**src/logic/bboe_pkg.sv**
```systemverilog
// Functional notes
// RULE_01: add accumulator and operand at file address 0..127; update carry, nibble, zero.
// RULE_02: target select 0 writes accumulator, 1 writes result back to operand.
// RULE_03: signed shift right keeps bit 7; old bit 0 to carry; zero updated.
// RULE_04: add with carry sums accumulator, operand and carry; all three flags updated.
// RULE_05: clear chosen bit 0..7 of operand; other bits and flags untouched.
// RULE_06: skip-if-low discards next instruction when bit is zero; two cycles.
// RULE_07: skip-if-high discards next instruction when bit is one; two cycles.
// RULE_08: relative branch adds sign-extended 9-bit offset to incremented counter; no flags.
// RULE_09: counter change or true test takes two cycles, second is no-operation.
// RULE_10: carry from bit 7, nibble carry from bit 3, zero when result zero.
package bboe_pkg;
  localparam int unsigned DATA_W   = 8;
  localparam int unsigned ADDR_W   = 7;
  localparam int unsigned POS_W    = 3;
  localparam int unsigned OFS_W    = 9;
  localparam int unsigned PC_W     = 15;
  localparam int unsigned NIB_BIT  = 4;
  localparam int unsigned MSB_BIT  = 7;
  localparam logic [PC_W-1:0] PC_RESET = 15'h0000;
  localparam logic [DATA_W-1:0] ACC_RESET = 8'h00;

  typedef enum logic [2:0] {
    BBOE_OP_NONE  = 3'b000,
    BBOE_OP_ADD   = 3'b001,
    BBOE_OP_ADDC  = 3'b010,
    BBOE_OP_ASR   = 3'b011,
    BBOE_OP_CLR   = 3'b100,
    BBOE_OP_TLOW  = 3'b101,
    BBOE_OP_THIGH = 3'b110,
    BBOE_OP_BRANCH = 3'b111
  } bboe_op_e;

  typedef enum logic [0:0] {
    BBOE_ST_RUN = 1'b0,
    BBOE_ST_NOP = 1'b1
  } bboe_state_e;

  // One decoded instruction from the decoder
  typedef struct packed {
    bboe_op_e          op;
    logic [ADDR_W-1:0] file_addr;
    logic              target_select;
    logic [POS_W-1:0]  position_index;
    logic [OFS_W-1:0]  signed_offset;
  } bboe_instr_s;

  // Write back toward data memory
  typedef struct packed {
    logic              write_en;
    logic [ADDR_W-1:0] addr;
    logic [DATA_W-1:0] data;
  } bboe_mem_wr_s;

  typedef struct packed {
    logic arith_overflow_bit;
    logic nibble_overflow_bit;
    logic null_result_bit;
  } bboe_status_s;
endpackage

```
**src/logic/bboe_execute.sv**
```systemverilog
`timescale 1ns/1ps
`default_nettype none
module bboe_execute
  import bboe_pkg::*;
(
  input  wire logic         clock_in,
  input  wire logic         reset_n_in,
  input  wire logic         instr_valid_in,
  input  wire bboe_instr_s  instr_in,
  input  wire logic [7:0]   memory_operand_in,
  output logic              instr_ready_out,
  output bboe_mem_wr_s      mem_wr_out,
  output logic [7:0]        primary_accumulator_out,
  output bboe_status_s      status_out,
  output logic [14:0]       program_counter_out,
  output logic              nop_cycle_out
);

  bboe_state_e       state_q, state_d;
  logic [7:0]        acc_q, acc_d;
  bboe_status_s      st_q, st_d;
  logic [14:0]       pc_q, pc_d;
  bboe_mem_wr_s      wr_q, wr_d;
  logic              nop_q;

  // Ports are fixed at byte, 7-bit address and 15-bit counter widths;
  // refuse a package edited to anything the datapath cannot serve
  if (DATA_W != 8 || ADDR_W != 7 || POS_W != 3 || OFS_W != 9 ||
      PC_W != 15 || MSB_BIT != DATA_W - 1 || NIB_BIT != 4) begin
    $error("package widths do not fit this datapath");
  end

  // Nine-bit sum so the carry out of bit 7 is kept
  function automatic logic [8:0] add9(input logic [7:0] a, input logic [7:0] b,
                                      input logic c);
    add9 = {1'b0, a} + {1'b0, b} + {8'h00, c};
  endfunction

  // Operation decode and arithmetic
  wire               take       = instr_valid_in && state_q == BBOE_ST_RUN;
  wire               is_add     = instr_in.op == BBOE_OP_ADD;
  wire               is_addc    = instr_in.op == BBOE_OP_ADDC;
  wire               is_asr     = instr_in.op == BBOE_OP_ASR;
  wire               is_clr     = instr_in.op == BBOE_OP_CLR;
  wire               is_tlow    = instr_in.op == BBOE_OP_TLOW;
  wire               is_thigh   = instr_in.op == BBOE_OP_THIGH;
  wire               is_branch  = instr_in.op == BBOE_OP_BRANCH;

  // A write-back lands in memory one edge late, so a back-to-back
  // instruction on the same address takes the value still in flight
  wire               fwd_hit    = wr_q.write_en &&
                                  wr_q.addr == instr_in.file_addr;
  wire logic [7:0]   opnd       = fwd_hit ? wr_q.data : memory_operand_in;

  // Carry in only for the carry-add form; the plain add ignores it
  wire               cin        = is_addc & st_q.arith_overflow_bit; // RULE_04
  wire logic [8:0]   sum        = add9(acc_q, opnd, cin); // RULE_01
  // Low nibbles summed alone; bit 4 of this sum is the nibble carry
  wire logic [8:0]   nib        = add9({4'h0, acc_q[3:0]},
                                       {4'h0, opnd[3:0]}, cin); // RULE_10
  wire logic [7:0]   asr_res    = {opnd[MSB_BIT], opnd[7:1]}; // RULE_03
  wire logic [7:0]   clr_mask   = ~(8'h01 << instr_in.position_index);
  wire logic [7:0]   clr_res    = opnd & clr_mask; // RULE_05
  wire               sel_bit    = opnd[instr_in.position_index];
  wire               skip       = (is_tlow && !sel_bit) || // RULE_06
                                  (is_thigh && sel_bit); // RULE_07
  wire logic [14:0]  pc_inc     = pc_q + 15'h0001;
  wire logic [14:0]  ofs_ext    = {{6{instr_in.signed_offset[8]}},
                                   instr_in.signed_offset}; // RULE_08
  wire               arith      = is_add | is_addc | is_asr;
  wire logic [7:0]   res        = is_asr ? asr_res : sum[7:0];

  // Next-state logic
  always_comb begin
    acc_d   = acc_q;
    st_d    = st_q;
    pc_d    = pc_q;
    wr_d    = '0;
    state_d = BBOE_ST_RUN;
    if (take) begin
      pc_d = pc_inc;
      if (is_add || is_addc) begin
        st_d.arith_overflow_bit  = sum[8]; // RULE_10
        st_d.nibble_overflow_bit = nib[NIB_BIT]; // RULE_10
      end
      if (is_asr)
        st_d.arith_overflow_bit = opnd[0]; // RULE_03
      if (arith)
        st_d.null_result_bit = res == 8'h00; // RULE_10
      if (arith && !instr_in.target_select)
        acc_d = res; // RULE_02
      if (arith && instr_in.target_select)
        wr_d = '{1'b1, instr_in.file_addr, res}; // RULE_02
      if (is_clr)
        wr_d = '{1'b1, instr_in.file_addr, clr_res}; // RULE_05
      if (skip) begin
        pc_d    = pc_q + 15'h0002; // RULE_06 RULE_07
        state_d = BBOE_ST_NOP; // RULE_09
      end
      if (is_branch) begin
        pc_d    = pc_inc + ofs_ext; // RULE_08
        state_d = BBOE_ST_NOP; // RULE_09
      end
    end
    case (state_q)
      BBOE_ST_RUN: ;
      BBOE_ST_NOP: ;
      default: state_d = BBOE_ST_RUN;
    endcase
  end

  // State registers
  always_ff @(posedge clock_in or negedge reset_n_in) begin
    if (!reset_n_in) begin
      state_q <= BBOE_ST_RUN;
      acc_q   <= ACC_RESET;
      st_q    <= '0;
      pc_q    <= PC_RESET;
      wr_q    <= '0;
      nop_q   <= 1'b0;
    end else begin
      state_q <= state_d;
      acc_q   <= acc_d;
      st_q    <= st_d;
      pc_q    <= pc_d;
      wr_q    <= wr_d;
      // Pulse marks the slot that replaces the discarded instruction
      nop_q   <= state_q == BBOE_ST_RUN && state_d == BBOE_ST_NOP;
    end
  end

  // Decoder stalls one cycle while the no-operation slot runs
  assign instr_ready_out         = state_q == BBOE_ST_RUN; // RULE_09
  assign mem_wr_out              = wr_q;
  assign primary_accumulator_out = acc_q;
  assign status_out              = st_q;
  assign program_counter_out     = pc_q;
  assign nop_cycle_out           = nop_q;
endmodule
`default_nettype wire

```
**config.mk**
```make
export PLATFORM = sky130hd
export DESIGN_NAME = bboe_execute
export DESIGN_NICKNAME = d
export VERILOG_FILES = /design/src/logic/bboe_pkg.sv /design/src/logic/bboe_execute.sv
export SDC_FILE = /design/constraint.sdc
export NUM_CORES = 1
export LEC_CHECK = 0
export BUFFER_PORTS_ARGS = -buffer_cell sky130_fd_sc_hd__buf_2
export CORE_ASPECT_RATIO = 0.6
export CORE_UTILIZATION = 55
export CTS_CLUSTER_DIAMETER = 40
export DETAILED_ROUTE_END_ITERATION = 12
export PLACE_DENSITY_LB_ADDON = 0.1
export SYNTH_ARGS = -nofsm -noshare
export SYNTH_HDL_FRONTEND = slang
export SYNTH_SLANG_ARGS = --single-unit
export TNS_END_PERCENT = 50
```
**constraint.sdc**
```tcl
create_clock -name clock_in -period 6.3 [get_ports clock_in]
set_clock_uncertainty 0.1 [all_clocks]
set_input_delay 0.63 -clock clock_in [delete_from_list [all_inputs] [get_ports clock_in]]
set_output_delay 0.63 -clock clock_in [all_outputs]
set_load 0.05 [all_outputs]
```
==> key figures, run 1 <==
Global route
  • Vias in the first global route: ~3200
  • Met2 Use GR: approximately 39%
  • Antenna violations before repair: 0
  • Global Route Usage Sum: 28.5%
  • First-pass GRT wire length: 15500 microns
  • Largest net degree at the start of global routing: 45
  • Busiest grt layer: met1
  • Met3 usage: roughly 5.8%
  • GRT met1 Usage: a little under half
  • Total gr overflow: 0

Synth
  • Mapped Area: approximately 0.0037 sq mm
  • Cell count after synthesis: 447
  • Synthesis warning total: 0
  • EDFF count, synth: 0
  • Asr flop ratio synth: 100%
  • Syn Area/Cell: about 8.2 sq um
  • Top FF cell, synth: dfrtp_1
  • Post-synthesis register bit count: 44
  • Post-synthesis cell type count: between 50 and 60
  • Register area share after synthesis: a little under a third
  • Synth Net Count: 507

Floorplan
  • Die area: 0.00701 sq mm
  • Row count: 22
  • Core area: 0.00628 sq mm
  • Initial core utilization: about three fifths
  • Die Height: ~65 microns
  • I/O Pins: 78
  • Die width: roughly 110 microns

Final layout
  • Finished Layout Cells: ~600
  • Most common cell after layout, fill and taps aside: buf_2
  • Sequential Area: roughly 0.0011 sq mm
  • Highest-count cells in the layout ignoring fill and taps: buf_2, nand2_1, dfrtp_1
  • Synth-to-layout area growth: 14.4%
  • Layout cells sized above 1: around a fifth
  • Net count, final: around 570
  • # diodes: 0
  • Fillers: between 500 and 600
  • Area of the multi-input gates: approximately 0.0024 sq mm
  • Design area: 0.00419 sq mm
  • Finished Core Util: approximately two thirds

Worst setup path
  • CP max stage delay: ~0.62 ns
  • RR Endpoint: status_out[2]$_DFFE_PN0P_
  • Critical Path Fanout Max: 11
  • CP dominant cell by count: a21o_1
  • Worst setup SP type: flip-flop
  • Critical Path RT: about 6.4 ns
  • Slowest CP cell: nor2_2
  • CP arrival: 4.58 ns
  • Worst R2R Path Depth: 16
  • Cell Chain, Critical Path: xnor2_1, nand4_1, nor2_2, mux2i_1, fa_1, inv_1, fa_1, a21o_1, a21o_1, a21o_1, a21oi_1, o21ai_0, a21o_1, o211ai_1, a21oi_1, a21o_1
  • Worst setup path class: reg2reg
  • FF-to-FF setup slack: between 1.5 and 2 ns
  • Setup crit end kind: flip-flop
  • R2r startpoint: mem_wr_out[14]$_DFF_PN0_

Drt
  • Final WL: 9360 microns
  • DR vias/cell: 5.90
  • DRT antenna net count: 0
  • TritonRoute pass-1 iters: 5
  • Initial DRC count: 286
  • Vias: around 3500
  • Drt drc: 0
  • DR WL/cell: around 16 microns

Timing
  • Worst Max-Slew Pin Slew: roughly 1 ns
  • Fin. max-slew vios: 0
  • Max Freq: roughly 220 MHz
  • Period utilisation layout: 70.9%
  • Final hold viol count: 0
  • Unrepaired setup endpoints after global routing: no
  • Setup TNS: 0 ns
  • Endpoints failing setup: 0
  • Post-route minimum period: ~4.5 ns
  • Relative slew slack: between 30% and 40%

Flow run
  • Max_cap viols: 0

Clocking
  • Clock buffer depth: 2
  • Root buf cell: clkbuf_8
  • Cts repair resizes: 0
  • Worst-path clk slew: roughly 0.10 ns
  • Num CTS Buffers: 5
  • CTS tree: yes
  • Hold-fix buffers, CTS: 0
  • Postcts setup bufs: 0
  • Sinks on Clock Net: 44
  • Worst-skew pair later-pin latency: ~0.31 ns
  • H-tree levels: 2

Place
  • Placed cell area: about 0.0041 sq mm
  • GPL Wtd Cong: about 0.9
  • Placed Cells incl. Taps: roughly 590
  • DP HPWL: 7260 microns
  • Port bufs: between 70 and 80

Power
  • Cell leakage power: a little under 2 nW
  • VDD IR max: roughly 0.00033 V
  • Power per cell area: 444 mW/mm^2
  • Total design power: around 1.9 mW

Run status
  • Status: completed

Worst hold path
  • Worst Hold Class: in2async
-- where the power goes --
part | leakage (nW) | internal, mW | switching, mW
Clock | 0.0548 | 0.120 | 0.113
Combinational | 1.33 | 0.413 | 0.749
Sequential | 0.546 | 0.358 | 0.108
-- sequential cells by signal, summed over array words and instances, names as in the netlist --
name,cells
state_q,1
mem_wr_out,16
primary_accumulator_out,8
nop_cycle_out,1
status_out,3
program_counter_out,15
-- cell usage after synthesis, types with 2 or more instances --
| cell type | number | share of area (%) |
|---|---|---|
| clkbuf_1 | 17 | 1.7 |
| nor2b_1 | 6 | 1.0 |
| and2_1 | 10 | 1.7 |
| a31oi_1 | 8 | 1.4 |
| nand3b_1 | 2 | 0.41 |
| nand2b_1 | 3 | 0.51 |
| mux2_2 | 5 | 1.5 |
| a2bb2oi_1 | 6 | 1.4 |
| nor2_1 | 39 | 4.0 |
| a21oi_1 | 26 | 3.5 |
| xnor2_1 | 28 | 6.7 |
| dfrtp_1 | 44 | 30 |
| a21o_1 | 10 | 2.0 |
| a211oi_1 | 13 | 2.7 |
| fa_1 | 3 | 1.6 |
| nand3_1 | 12 | 1.6 |
| ha_1 | 23 | 7.8 |
| nand2_1 | 51 | 5.2 |
| xor2_1 | 9 | 2.1 |
| a21boi_0 | 4 | 0.82 |
| or3_1 | 2 | 0.34 |
| and3_1 | 5 | 0.85 |
| nand4_1 | 9 | 1.5 |
| mux2i_1 | 12 | 3.3 |
| a311oi_1 | 4 | 0.96 |
| inv_1 | 24 | 2.5 |
| o21ai_0 | 23 | 3.1 |
| nor3_1 | 17 | 2.3 |
| buf_4 | 3 | 0.61 |
| o211ai_1 | 4 | 0.82 |
-- cell type report --
| cell class | instances | area share (%) |
|---|---|---|
| well taps | 84 | 2.51 |
| clock inverters | 3 | 1.10 |
| inverters | 25 | 2.24 |
| repair buffers | 78 | 9.37 |
| clock buffers | 5 | 1.64 |
| flip-flops and latches | 44 | 26.3 |
| multi-input cells | 358 | 56.9 |
-- logic make-up (layout without fill, tap and decap cells) --
family / Yosys count / in the layout / synth area share, %
xor gates and xnor gates: 37 / 37 / 8.84
adders and majority gates: 26 / 26 / 9.48
AOI/OAI and AO/OA: 114 / 114 / 20.6
DFF: 44 / 44 / 30.0
and+or+nand+nor: 163 / 163 / 20.9
muxes: 18 / 18 / 5.19
buffers and inverters: 45 / 111 / 4.91
-- routing by layer --
| layer | routed length, microns | part of all wire [%] | up-vias |
|---|---|---|---|
| li1 | - | - | 1726 |
| met1 | 4790 | 51 | 1621 |
| met2 | 3630 | 39 | 171 |
| met3 | 890 | 9.5 | 5 |
| met4 | 44 | 0.47 | 0 |
| met5 | 0 | 0 | - |
-- stage by stage --
step	worst slack, ns	hold WS (ns)
final	1.83	0.376
after global routing	1.49	0.447
after CTS	1.85	0.420
after detailed placement	1.53	0.436
after global placement	1.75	0.391
after floorplan	2.27	0.234
-- worst max-delay path by stage --
stage | slack [ns] | cells past startpoint | endpoint | from
3_3_place_gp | 1.75 | 17 | status_out[2]$_DFFE_PN0P_ | instr_in[13]
5_1_grt | 1.49 | 15 | status_out[0]$_DFFE_PN0P_ | mem_wr_out[14]$_DFF_PN0_
3_5_place_dp | 1.53 | 17 | status_out[2]$_DFFE_PN0P_ | instr_in[19]
6_report | 1.83 | 16 | status_out[2]$_DFFE_PN0P_ | mem_wr_out[14]$_DFF_PN0_
2_1_floorplan | 2.27 | 17 | status_out[2]$_DFFE_PN0P_ | mem_wr_out[12]$_DFF_PN0_
4_1_cts | 1.85 | 16 | status_out[2]$_DFFE_PN0P_ | mem_wr_out[14]$_DFF_PN0_
-- critical path: cells and delay by family, from the launching register on --
family	cells	cell delay (ns)
buf+inv	1	0.06
flops	1	0.41
fa+ha+maj	2	0.66
xor+xnor	1	0.17
simple gates	2	1.05
compound gates	9	1.48
mux	1	0.43
(Power assumes the default switching activity.)
==> run 2: changes to the inputs <==
==> constraint.sdc (replaced) <==
create_clock -name clock_in -period 4.7 [get_ports clock_in]
set_clock_uncertainty 0.1 [all_clocks]
set_input_delay 0.47 -clock clock_in [delete_from_list [all_inputs] [get_ports clock_in]]
set_output_delay 0.47 -clock clock_in [all_outputs]
set_load 0.05 [all_outputs]
==> run 2 against run 1 <==
  * Combinational power grew 35%
  * Critical path depth up 1
  * Sequential share of layout area shrank 0.23 points
  * Sequential cell count unchanged
  * Final cell count increased by 0.67%
  * Global-route usage up 1.0 points
  * Fmax grew 15%
  * Die area unchanged
  * Hold slack got worse by 0.15 ns
  * Design area grew 0.87%
  * Utilization up 0.58 points
  * Critical path type unchanged
==> key figures, run 2 (same netlist as run 1, synthesis figures left out) <==
Clocking
  • Root buf cell: clkbuf_8
  • H-tree levels: 2 (unchanged)
  • Num CTS Buffers: 5 (unchanged)
  • Worst-path clk slew: 0.09 ns (about the same)
  • CTS tree: yes
  • Worst-skew pair later-pin latency: 0.30 ns (about the same)
  • Sinks on Clock Net: 44 (unchanged)
  • Postcts setup bufs: 0 (unchanged)
  • Cts repair resizes: 0 (unchanged)
  • Clock buffer depth: 2 (unchanged)
  • Hold-fix buffers, CTS: 0 (unchanged)

Floorplan
  • Row count: 22 (unchanged)
  • Initial core utilization: 58.4% (unchanged)
  • Die width: 107 microns (unchanged)
  • Die Height: 65.3 microns (unchanged)
  • Core area: 0.00628 sq mm (unchanged)
  • I/O Pins: 78 (unchanged)
  • Die area: 0.00701 sq mm (unchanged)

Worst setup path
  • CP arrival: 3.92 ns (-0.66 ns)
  • Worst setup path class: reg2reg
  • Setup crit end kind: flip-flop
  • Critical Path Fanout Max: 11 (unchanged)
  • Critical Path RT: 4.74 ns (-1.67 ns)
  • Worst setup SP type: flip-flop

Timing
  • Fin. max-slew vios: 0 (unchanged)
  • Post-route minimum period: 3.88 ns (-0.589 ns)
  • Endpoints failing setup: 0 (unchanged)
  • Period utilisation layout: 82.6% (+12 points)
  • Setup TNS: 0 ns (unchanged)
  • Worst Max-Slew Pin Slew: 1.01 ns (-0.0146 ns)
  • Unrepaired setup endpoints after global routing: no
  • Slack of the critical path: 0.819 ns (-1.01 ns)
  • Max Freq: 258 MHz (+15%)
  • Final hold viol count: 0 (unchanged)
  • Relative slew slack: 33.0% (+0.97 points)

Drt
  • DR WL/cell: 16.4 microns (+4.6%)
  • TritonRoute pass-1 iters: 5 (unchanged)
  • Drt drc: 0 (unchanged)
  • Initial DRC count: 292 (+2.1%)
  • DR vias/cell: 6.05 (+2.5%)
  • Final WL: 9850 microns (+5.3%)
  • DRT antenna net count: 0 (unchanged)
  • Vias: 3636 (+3.2%)

Global route
  • Global Route Usage Sum: 29.6% (+1.0 points)
  • Antenna violations before repair: 0 (unchanged)
  • Total gr overflow: 0 (unchanged)
  • Largest net degree at the start of global routing: 45 (unchanged)
  • First-pass GRT wire length: 16300 microns (+5.0%)
  • Vias in the first global route: 3366 (+6.8%)

Final layout
  • Net count, final: 576 (+0.70%)
  • Layout cells sized above 1: 19.5% (+0.63 points)
  • Most common cell after layout, fill and taps aside: buf_2
  • Highest-count cells in the layout ignoring fill and taps: buf_2, nand2_1, dfrtp_1
  • Max reg flops: 16 (unchanged)
  • Synth-to-layout area growth: 15.4%
  • # diodes: 0 (unchanged)

Place
  • DP HPWL: 7530 microns (+3.7%)
  • GPL Wtd Cong: 0.907 (+1.7%)
  • Place WS: 0.734 ns (-0.799 ns)
  • Port bufs: 77 (unchanged)

Power
  • VDD IR max: 0.000460 V (+41%)
  • Power per cell area: 596 mW/mm^2 (+34%)
  • Cell leakage power: 1.96 nW (+1.3%)

Run status
  • Status: completed

Worst hold path
  • Worst Hold Class: in2async

Flow run
  • Max_cap viols: 0 (unchanged)
## run 2: cell types whose count changed in the layout (fill, tap and decap cells not counted)
cell	change
inv_6	-1
clkinv_4	+1
clkbuf_8	+1
clkinvlp_4	-1
buf_4	+4
## run 2: power by group
part           total, mW  switching, mW  internal, mW
registers          0.632          0.151         0.480
clock network      0.316          0.142         0.174
logic               1.57           1.02         0.555
## run 2: routing by layer
metal  wire, microns  GRT usage (%)
met1            5120           46.1
met2            4010           43.5
met3             712           5.06
met4               8           3.25
met5               0              0
## run 2: worst paths after layout
check                                     startpoint                        end  slack, ns  cells past startpoint
max                         mem_wr_out[12]$_DFF_PN0_    mem_wr_out[7]$_DFF_PN0_       0.82                     17
min                                       reset_n_in    mem_wr_out[0]$_DFF_PN0_       0.22                      1
max reg2reg                 mem_wr_out[12]$_DFF_PN0_    mem_wr_out[7]$_DFF_PN0_       0.82                     17
min reg2reg                status_out[0]$_DFFE_PN0P_  status_out[0]$_DFFE_PN0P_       0.42                      1
max in group asynchronous                 reset_n_in  status_out[0]$_DFFE_PN0P_       3.64                      1
min in group clock_in                   instr_in[14]    mem_wr_out[9]$_DFF_PN0_       0.31                      2
## run 2: cell type report
type | instances | area [sq um]
Tap cell | 84 | 105
Clock inverter | 2 | 38.8
Sequential cell | 44 | 1100
Multi-Input combinational cell | 358 | 2390
Inverter | 25 | 93.8
Fill cell | 514 | 2050
Timing Repair Buffer | 82 | 423
Clock buffer | 6 | 82.6
## run 2: worst max-delay path: stages (launching register included)
cell,delay [ns]
dfrtp_1,0.40
xnor2_1,0.18
nand4_1,0.11
buf_4,0.18
nor2_2,0.14
buf_4,0.22
mux2i_1,0.25
inv_1,0.12
ha_1,0.28
nor2b_1,0.13
o21ai_0,0.23
a21boi_0,0.16
o21ai_0,0.23
a21boi_0,0.15
o21ai_0,0.27
nand3_1,0.12
a31oi_1,0.32
a211oi_1,0.14
## run 2: stage by stage
stage / cell area, sq um / hold WS (ns) / instances / utilization (%) / power (mW)
after floorplan: 3670 / 0.0744 / 447 / - / 1.82
after global placement: 4110 / 0.392 / 593 / 65.5 / 2.14
after detailed placement: 4110 / 0.399 / 593 / 65.5 / 2.18
after CTS: 4230 / 0.270 / 601 / 67.4 / 2.50
after global routing: 4230 / 0.311 / 601 / 67.4 / 2.69
final: 4230 / 0.223 / 601 / 67.4 / 2.52
